<file path="src/shared/level_assign_pkg.sv">
// constants for the interrupt level assignment registers
package level_assign_pkg;
  localparam logic [15:0] SERIAL_ADDR     = 16'hf026;
  localparam logic [15:0] OSC_ADDR        = 16'hf028;
  localparam logic [15:0] CONV_ADDR       = 16'hf02a;
  localparam logic [15:0] TIMER_ADDR      = 16'hf02c;
  localparam logic [15:0] REG_RESET       = 16'h0000;
  // writable bits per register; all other bits read zero
  localparam logic [15:0] SERIAL_MASK     = 16'h3fff;
  localparam logic [15:0] OSC_MASK        = 16'hfc00;
  localparam logic [15:0] CONV_MASK       = 16'h0f0f;
  localparam logic [15:0] TIMER_MASK      = 16'hffff;
  localparam int          FIFO_UART_POS   = 12;
  localparam int          SLOW_OSC_POS    = 10;
  localparam int          SUPERVISOR_POS  = 12;
  localparam int          MELODY_POS      = 14;
  localparam int          SAR_ADC_POS     = 0;
  localparam int          RC_ADC_POS      = 2;
  localparam int          COMP_A_POS      = 8;
  localparam int          COMP_B_POS      = 10;
  localparam int          NUM_SOURCES     = 16;
  localparam int          SRC_SERIAL_BASE = 0;
  localparam int          SRC_OSC         = 1;
  localparam int          SRC_SUPERVISOR  = 2;
  localparam int          SRC_MELODY      = 3;
  localparam int          SRC_SAR_ADC     = 4;
  localparam int          SRC_RC_ADC      = 5;
  localparam int          SRC_COMP_A      = 6;
  localparam int          SRC_COMP_B      = 7;
  localparam int          SRC_TIMER_BASE  = 8;
endpackage

</file>
<file path="src/core/interrupt_level_assign.sv">
// per-source interrupt level registers and level-based request selection
`timescale 1ns/10ps
`default_nettype none
module interrupt_level_assign #(
  parameter int ADDR_WIDTH = 16
) (
  input  wire logic                  core_clk_in,
  input  wire logic                  reset_in,
  input  wire logic [ADDR_WIDTH-1:0] addr_in,
  input  wire logic [15:0]           wdata_in,
  input  wire logic [1:0]            byte_en_in,
  input  wire logic                  write_in,
  input  wire logic                  read_in,
  input  wire logic                  level_control_enable_in,
  input  wire logic [15:0]           irq_pending_in,
  input  wire logic [15:0]           irq_enable_in,
  output logic [15:0]                rdata_out,
  output logic                       req_valid_out,
  output logic [3:0]                 req_source_out,
  output logic [1:0]                 req_level_out,
  output logic [31:0]                source_levels_out
);

  // the decoder compares sixteen address bits, a narrower bus cannot reach the registers
  if (ADDR_WIDTH < 16)
  begin : g_bad_width
    $error("ADDR_WIDTH must be at least 16");
  end

  typedef struct packed {
    logic [15:0] serial;
    logic [15:0] osc;
    logic [15:0] conv;
    logic [15:0] timer;
    logic [15:0] rdata;
    logic        valid;
    logic [3:0]  source;
    logic [1:0]  level;
  } state_type;

  state_type   state_reg;
  state_type   state_next;
  logic [15:0] lane_mask;
  logic [15:0] addr16;
  logic [31:0] levels;
  logic        found;
  logic [3:0]  best_src;
  logic [1:0]  best_lvl;

  assign addr16 = addr_in[15:0];
  // byte enables pick the halves written, a halfword uses both
  assign lane_mask = {{8{byte_en_in[1]}}, {8{byte_en_in[0]}}};

  // per-source levels in a fixed source order
  always_comb
  begin
    levels = '0;
    levels[1:0]   = state_reg.serial[level_assign_pkg::FIFO_UART_POS +: 2];
    levels[3:2]   = state_reg.osc[level_assign_pkg::SLOW_OSC_POS +: 2];
    levels[5:4]   = state_reg.osc[level_assign_pkg::SUPERVISOR_POS +: 2];
    levels[7:6]   = state_reg.osc[level_assign_pkg::MELODY_POS +: 2];
    levels[9:8]   = state_reg.conv[level_assign_pkg::SAR_ADC_POS +: 2];
    levels[11:10] = state_reg.conv[level_assign_pkg::RC_ADC_POS +: 2];
    levels[13:12] = state_reg.conv[level_assign_pkg::COMP_A_POS +: 2];
    levels[15:14] = state_reg.conv[level_assign_pkg::COMP_B_POS +: 2];
    levels[31:16] = state_reg.timer;
  end

  // highest level wins; ties go to the lowest source index
  always_comb
  begin
    found    = 1'b0;
    best_src = 4'h0;
    best_lvl = 2'h0;
    for (int i = 0; i < 16; i++)
    begin
      if (irq_pending_in[i] && irq_enable_in[i])
      begin
        if (!found || levels[2*i +: 2] > best_lvl)
        begin
          found    = 1'b1;
          best_src = 4'(i);
          best_lvl = levels[2*i +: 2];
        end
      end
    end
  end

  // register writes, read data and request pipeline
  always_comb
  begin
    state_next       = state_reg;
    state_next.rdata = 16'h0000;
    if (write_in && level_control_enable_in)
    begin
      case (addr16)
        level_assign_pkg::SERIAL_ADDR:
          state_next.serial = (state_reg.serial & ~(lane_mask & level_assign_pkg::SERIAL_MASK))
                            | (wdata_in & lane_mask & level_assign_pkg::SERIAL_MASK);
        level_assign_pkg::OSC_ADDR:
          state_next.osc = (state_reg.osc & ~(lane_mask & level_assign_pkg::OSC_MASK))
                         | (wdata_in & lane_mask & level_assign_pkg::OSC_MASK);
        level_assign_pkg::CONV_ADDR:
          state_next.conv = (state_reg.conv & ~(lane_mask & level_assign_pkg::CONV_MASK))
                          | (wdata_in & lane_mask & level_assign_pkg::CONV_MASK);
        level_assign_pkg::TIMER_ADDR:
          state_next.timer = (state_reg.timer & ~lane_mask)
                           | (wdata_in & lane_mask);
        default:
          state_next.timer = state_reg.timer; // unmapped writes are dropped
      endcase
    end
    if (read_in)
    begin
      case (addr16)
        level_assign_pkg::SERIAL_ADDR: state_next.rdata = state_reg.serial;
        level_assign_pkg::OSC_ADDR:    state_next.rdata = state_reg.osc;
        level_assign_pkg::CONV_ADDR:   state_next.rdata = state_reg.conv;
        level_assign_pkg::TIMER_ADDR:  state_next.rdata = state_reg.timer;
        default:                       state_next.rdata = 16'h0000;
      endcase
    end
    state_next.valid  = found;
    state_next.source = best_src;
    state_next.level  = best_lvl;
  end

  // synchronous reset puts every level back to level 1
  always_ff @(posedge core_clk_in)
  begin
    if (reset_in)
    begin
      state_reg        <= '0;
      state_reg.serial <= level_assign_pkg::REG_RESET;
      state_reg.osc    <= level_assign_pkg::REG_RESET;
      state_reg.conv   <= level_assign_pkg::REG_RESET;
      state_reg.timer  <= level_assign_pkg::REG_RESET;
    end
    else
      state_reg <= state_next;
  end

  assign rdata_out         = state_reg.rdata;
  assign req_valid_out     = state_reg.valid;
  assign req_source_out    = state_reg.source;
  assign req_level_out     = state_reg.level;
  assign source_levels_out = levels;

  // address hits none of the four level registers
  logic addr_unmapped;
  assign addr_unmapped = !(addr16 inside {level_assign_pkg::SERIAL_ADDR,
                                          level_assign_pkg::OSC_ADDR,
                                          level_assign_pkg::CONV_ADDR,
                                          level_assign_pkg::TIMER_ADDR});

  for (genvar g = 0; g < level_assign_pkg::NUM_SOURCES; g++)
  begin : g_rank

  end
endmodule
`default_nettype wire

</file>
<file path="config.mk">
export PLATFORM = sky130hd
export DESIGN_NAME = interrupt_level_assign
export DESIGN_NICKNAME = d
export VERILOG_FILES = /design/src/shared/level_assign_pkg.sv /design/src/core/interrupt_level_assign.sv
export SDC_FILE = /design/constraint.sdc
export NUM_CORES = 1
export LEC_CHECK = 0
export ABC_AREA = 1
export BUFFER_PORTS_ARGS = -buffer_cell sky130_fd_sc_hd__buf_4
export CORE_MARGIN = 2
export CORE_UTILIZATION = 53
export CTS_CLUSTER_DIAMETER = 120
export DETAILED_ROUTE_END_ITERATION = 8
export GPL_TIMING_DRIVEN = 1
export MAX_ROUTING_LAYER = met4
export PLACE_DENSITY_LB_ADDON = 0.12
export SLEW_MARGIN = 15
export SYNTH_ARGS = -nofsm -noshare
export SYNTH_HDL_FRONTEND = slang
export SYNTH_SLANG_ARGS = --single-unit
</file>
<file path="constraint.sdc">
create_clock -name core_clk_in -period 22.4 [get_ports core_clk_in]
set_input_delay 6.72 -clock core_clk_in [delete_from_list [all_inputs] [get_ports core_clk_in]]
set_output_delay 6.72 -clock core_clk_in [all_outputs]
set_load 0.01 [all_outputs]
</file>
==> impl_results.md <==
* Net switching component of the power at slightly above 0.00009 W
* Total grt overflow at 0
* Crit path largest cell delay at 0.30 ns
* Post-route ant nets at 0
* Global-route wire length before repair at between 15000 and 20000 um
* Pins Over Slew Limit at 0
* Number of global-route vias before repair at 4073
* Die X at 96.34 um
* Critical Path RT at 22.65 ns
* Leakage power at ~2.7 nW
* DR vias at around 4500
* Seq/Total Area, Yosys at between 20 and 30%
* Synthesized net count at between 700 and 800
* Fmax at 0.04770 GHz
* Minimum clock period at around 21 ns
* Clock input transition at the sequential cells of the worst setup and hold paths at ~0.07 ns
* Number of enable-type register cells in the synthesized netlist at 0
* Commonest cells after routing, fill and taps aside: 129 x sky130_fd_sc_hd__buf_4, 121 x sky130_fd_sc_hd__nand2_1, 110 x sky130_fd_sc_hd__inv_1, 67 x sky130_fd_sc_hd__dfxtp_1, 56 x sky130_fd_sc_hd__nor2_1
* Signal arrival time at the worst endpoint at 21.21 ns
* Internal power component at approximately 0.00022 W
* Post-detailed-routing wire length at approximately 13000 um
* DR iter-0 viols at between 200 and 250
* Count of final setup violators at 0
* Maximum capacitance violations at 0
* Maximum VDD drop at about 0.038 mV
* Finished Core Util at 65.67%
* Number of hold-slack violations in the final timing report at 0
* Number of clock buffers inserted by TritonCTS at 9
* Share of async-settable or async-resettable flops after synthesis at 0%
* Most instantiated flip-flop cell in the synthesis netlist: sky130_fd_sc_hd__dfxtp_1
* Clock tree from TritonCTS: done
* IO Count at approximately 130
* Launching element type of the critical path: input port
* Clock insertion delay at the later pin of the skew report at approximately 0.36 ns
* Nets at ~840
* Root buffer cell: sky130_fd_sc_hd__clkbuf_8
* Synth unique cells at 39
* Antenna violations before repair at 0
* Length of routed wiring on met1 at 5604 um
* Critical path's most frequent cell: sky130_fd_sc_hd__nand2_1
* Clock network power share at a little over a third
* Post-synthesis sequential element count at 67
* Run status: finished, final reports clean
* Relative area change from synthesis to final layout at 19.99%
* Highest metal used: met4
* Classification of the worst-slack hold path: flop to flop
* Standard cell with the maximum stage delay on the critical path: sky130_fd_sc_hd__ha_1
* Number of filler instances in the final layout at 760
* Die Height at ~96 um
* Start-to-end type of the worst setup path: input port to flop
* Placeable Area at roughly 8300 um^2
* Most frequent standard cell in the layout excluding fill and tap cells: sky130_fd_sc_hd__buf_4
* Peak fanout along the critical path at 5
* Yosys synthesis warning count at 0
* Number of placement rows at 33
* Placed Cells incl. Taps at 834
* Number of cells in the finished layout apart from fillers at 854
* Count of input and output buffers at ~130
* First-pass detailed-route iteration total at 5
* Vias per cell at about 5.3
* Share of layout cells above drive strength 1 at about a quarter
* Type of destination of the critical path: flop
* Synthesized area at 4519 um^2
* Global-route usage over all layers at between 20 and 30%
* Largest net degree at the start of global routing at 33
* Synthesized instance count at 667
* Count of hold-fix buffers inserted at cts at 0
* Final estimated routing congestion in global placement at roughly 0.92
* Portion of the clock cycle consumed by the worst path in the final layout at between 90% and 100%
* Proportion of power drawn by flip-flops and latches at between 30% and 40%
* Slew Limit Headroom at 34.36%
* Fraction of power consumed by combinational cells at between 20% and 30%
* Wire length on met3 at slightly above 900 um
* Total power divided by cell area at around 57 nW/um^2
* DP HPWL at approximately 10000 um
* Antenna diodes at 0
* Floorplan die area at between 9000 and 10000 um^2
* Clock tree sinks at 67
* Met2 layer wire length in the routed design at 6014 um
* Switching Fraction at 29.90%
* Clock buffer depth at 2
* Remaining DRCs at 0
* CTS H-Tree Depth at 3
* Worst-Margin Slew at 0.9756 ns
* Initial core utilization at approximately 55%
* Syn Area/Cell at about 6.8 um^2
* Setup Skew at between 0.01 and 0.015 ns
* Setup slack on the worst flop-to-flop path at approximately 7.7 ns
* Routed wire per std cell at approximately 15 um
-- per-stage QoR --
step	worst slack, ns	cell area [um^2]	setup TNS [ns]	power, W	hold slack [ns]
final	1.435	5423	0	0.0003088	0.4570
after global routing	-0.09903	5423	-0.1821	0.0003237	0.4732
after CTS	0.9835	5358	0	0.0003050	0.4601
after detailed placement	0.6617	5149	0	0.0001957	0.4478
after global placement	1.148	5149	0	0.0001938	0.4456
after floorplan	2.579	4519	0	0.0001736	0.4297
-- power by group through the flow --
| stage | clock network [W] | registers, W | logic [W] |
|---|---|---|---|
| after floorplan | 0 | 0.000125 | 0.0000485 |
| after global placement | 0 | 0.000125 | 0.0000685 |
| after detailed placement | 0 | 0.000125 | 0.0000704 |
| after CTS | 0.000111 | 0.000123 | 0.0000710 |
| after global routing | 0.000116 | 0.000123 | 0.0000852 |
| final | 0.000110 | 0.000123 | 0.0000758 |
-- repair_timing --
item                       CTS  global route
setup endpoints to repair    0             6
gates resized for setup      0            17
setup buffers                0             4
-- routing by layer --
metal	vias to the layer above	global-route usage (%)
met2	166	46.18
li1	2257	-
met4	0	8.803
met3	15	5.247
met5	-	-
met1	2051	35.32
-- worst max-delay path, delay by kind of cell --
family,cells,cell delay (ns)
and+or+nand+nor,64,5.50
adders and majority gates,15,4.24
AOI/OAI and AO/OA,23,2.92
buffers and inverters,29,1.78
-- cell usage after synthesis (2+ instances only) --
master                     instances  area, um^2
sky130_fd_sc_hd__inv_2            13       48.80
sky130_fd_sc_hd__o21ai_1           3       15.01
sky130_fd_sc_hd__o221ai_1          5       43.79
sky130_fd_sc_hd__dfxtp_1          67        1341
sky130_fd_sc_hd__ha_1             26       325.3
sky130_fd_sc_hd__o22ai_1           5       31.28
sky130_fd_sc_hd__o21ai_2           4       35.03
sky130_fd_sc_hd__o21ai_0          43       215.2
sky130_fd_sc_hd__nor2_2            6       37.54
sky130_fd_sc_hd__nor3_1           10       50.05
sky130_fd_sc_hd__nor2_4            3       33.78
sky130_fd_sc_hd__nand2_1         127       476.7
sky130_fd_sc_hd__a221oi_1          2       17.52
sky130_fd_sc_hd__nand3_1          27       135.1
sky130_fd_sc_hd__a21oi_1          34       170.2
sky130_fd_sc_hd__and2_1            2       12.51
sky130_fd_sc_hd__nand3_2           7       70.07
sky130_fd_sc_hd__a31oi_1           2       12.51
sky130_fd_sc_hd__nand4_1           3       18.77
sky130_fd_sc_hd__inv_1           111       416.7
sky130_fd_sc_hd__a22oi_1           2       15.01
sky130_fd_sc_hd__nor2_1           56       210.2
sky130_fd_sc_hd__buf_4            54       405.4
sky130_fd_sc_hd__a21oi_2           2       17.52
sky130_fd_sc_hd__o21bai_1          4       30.03
sky130_fd_sc_hd__nor4_1            7       43.79
sky130_fd_sc_hd__clkbuf_1          8       30.03
sky130_fd_sc_hd__nand2_2           6       37.54
sky130_fd_sc_hd__a211oi_1         16       120.1
sky130_fd_sc_hd__o31ai_1           3       22.52
-- path summary, 6_finish.rpt --
kind                                         from           endpoint  cells past startpoint
worst max-delay path            irq_pending_in[0]  req_source_out[3]                    131
worst max register to register               flop  req_source_out[3]                    128
worst min-delay path                         flop               flop                      2
worst min register to register               flop               flop                      2
-- layout make-up --
| type | count | area, um^2 | area share (%) |
|---|---|---|---|
| Clock buffer | 11 | 131.4 | 2.423 |
| Clock inverter | 5 | 77.57 | 1.431 |
| Inverter | 125 | 469.2 | 8.653 |
| Multi-Input combinational cell | 412 | 2303 | 42.48 |
| Sequential cell | 67 | 1341 | 24.73 |
| Tap cell | 105 | 131.4 | 2.423 |
| Timing Repair Buffer | 129 | 968.4 | 17.86 |
-- cells by family (layout without fill, tap and decap cells) --
| kind of cell | count (synthesis) | after routing | synth area share (%) |
|---|---|---|---|
| and+or+nand+nor | 256 | 256 | 25.42 |
| buffers and inverters | 188 | 270 | 20.13 |
| AOI/OAI and AO/OA | 130 | 130 | 17.58 |
| DFF | 67 | 67 | 29.68 |
| adders and majority gates | 26 | 26 | 7.198 |
(Power assumes the default switching activity.)
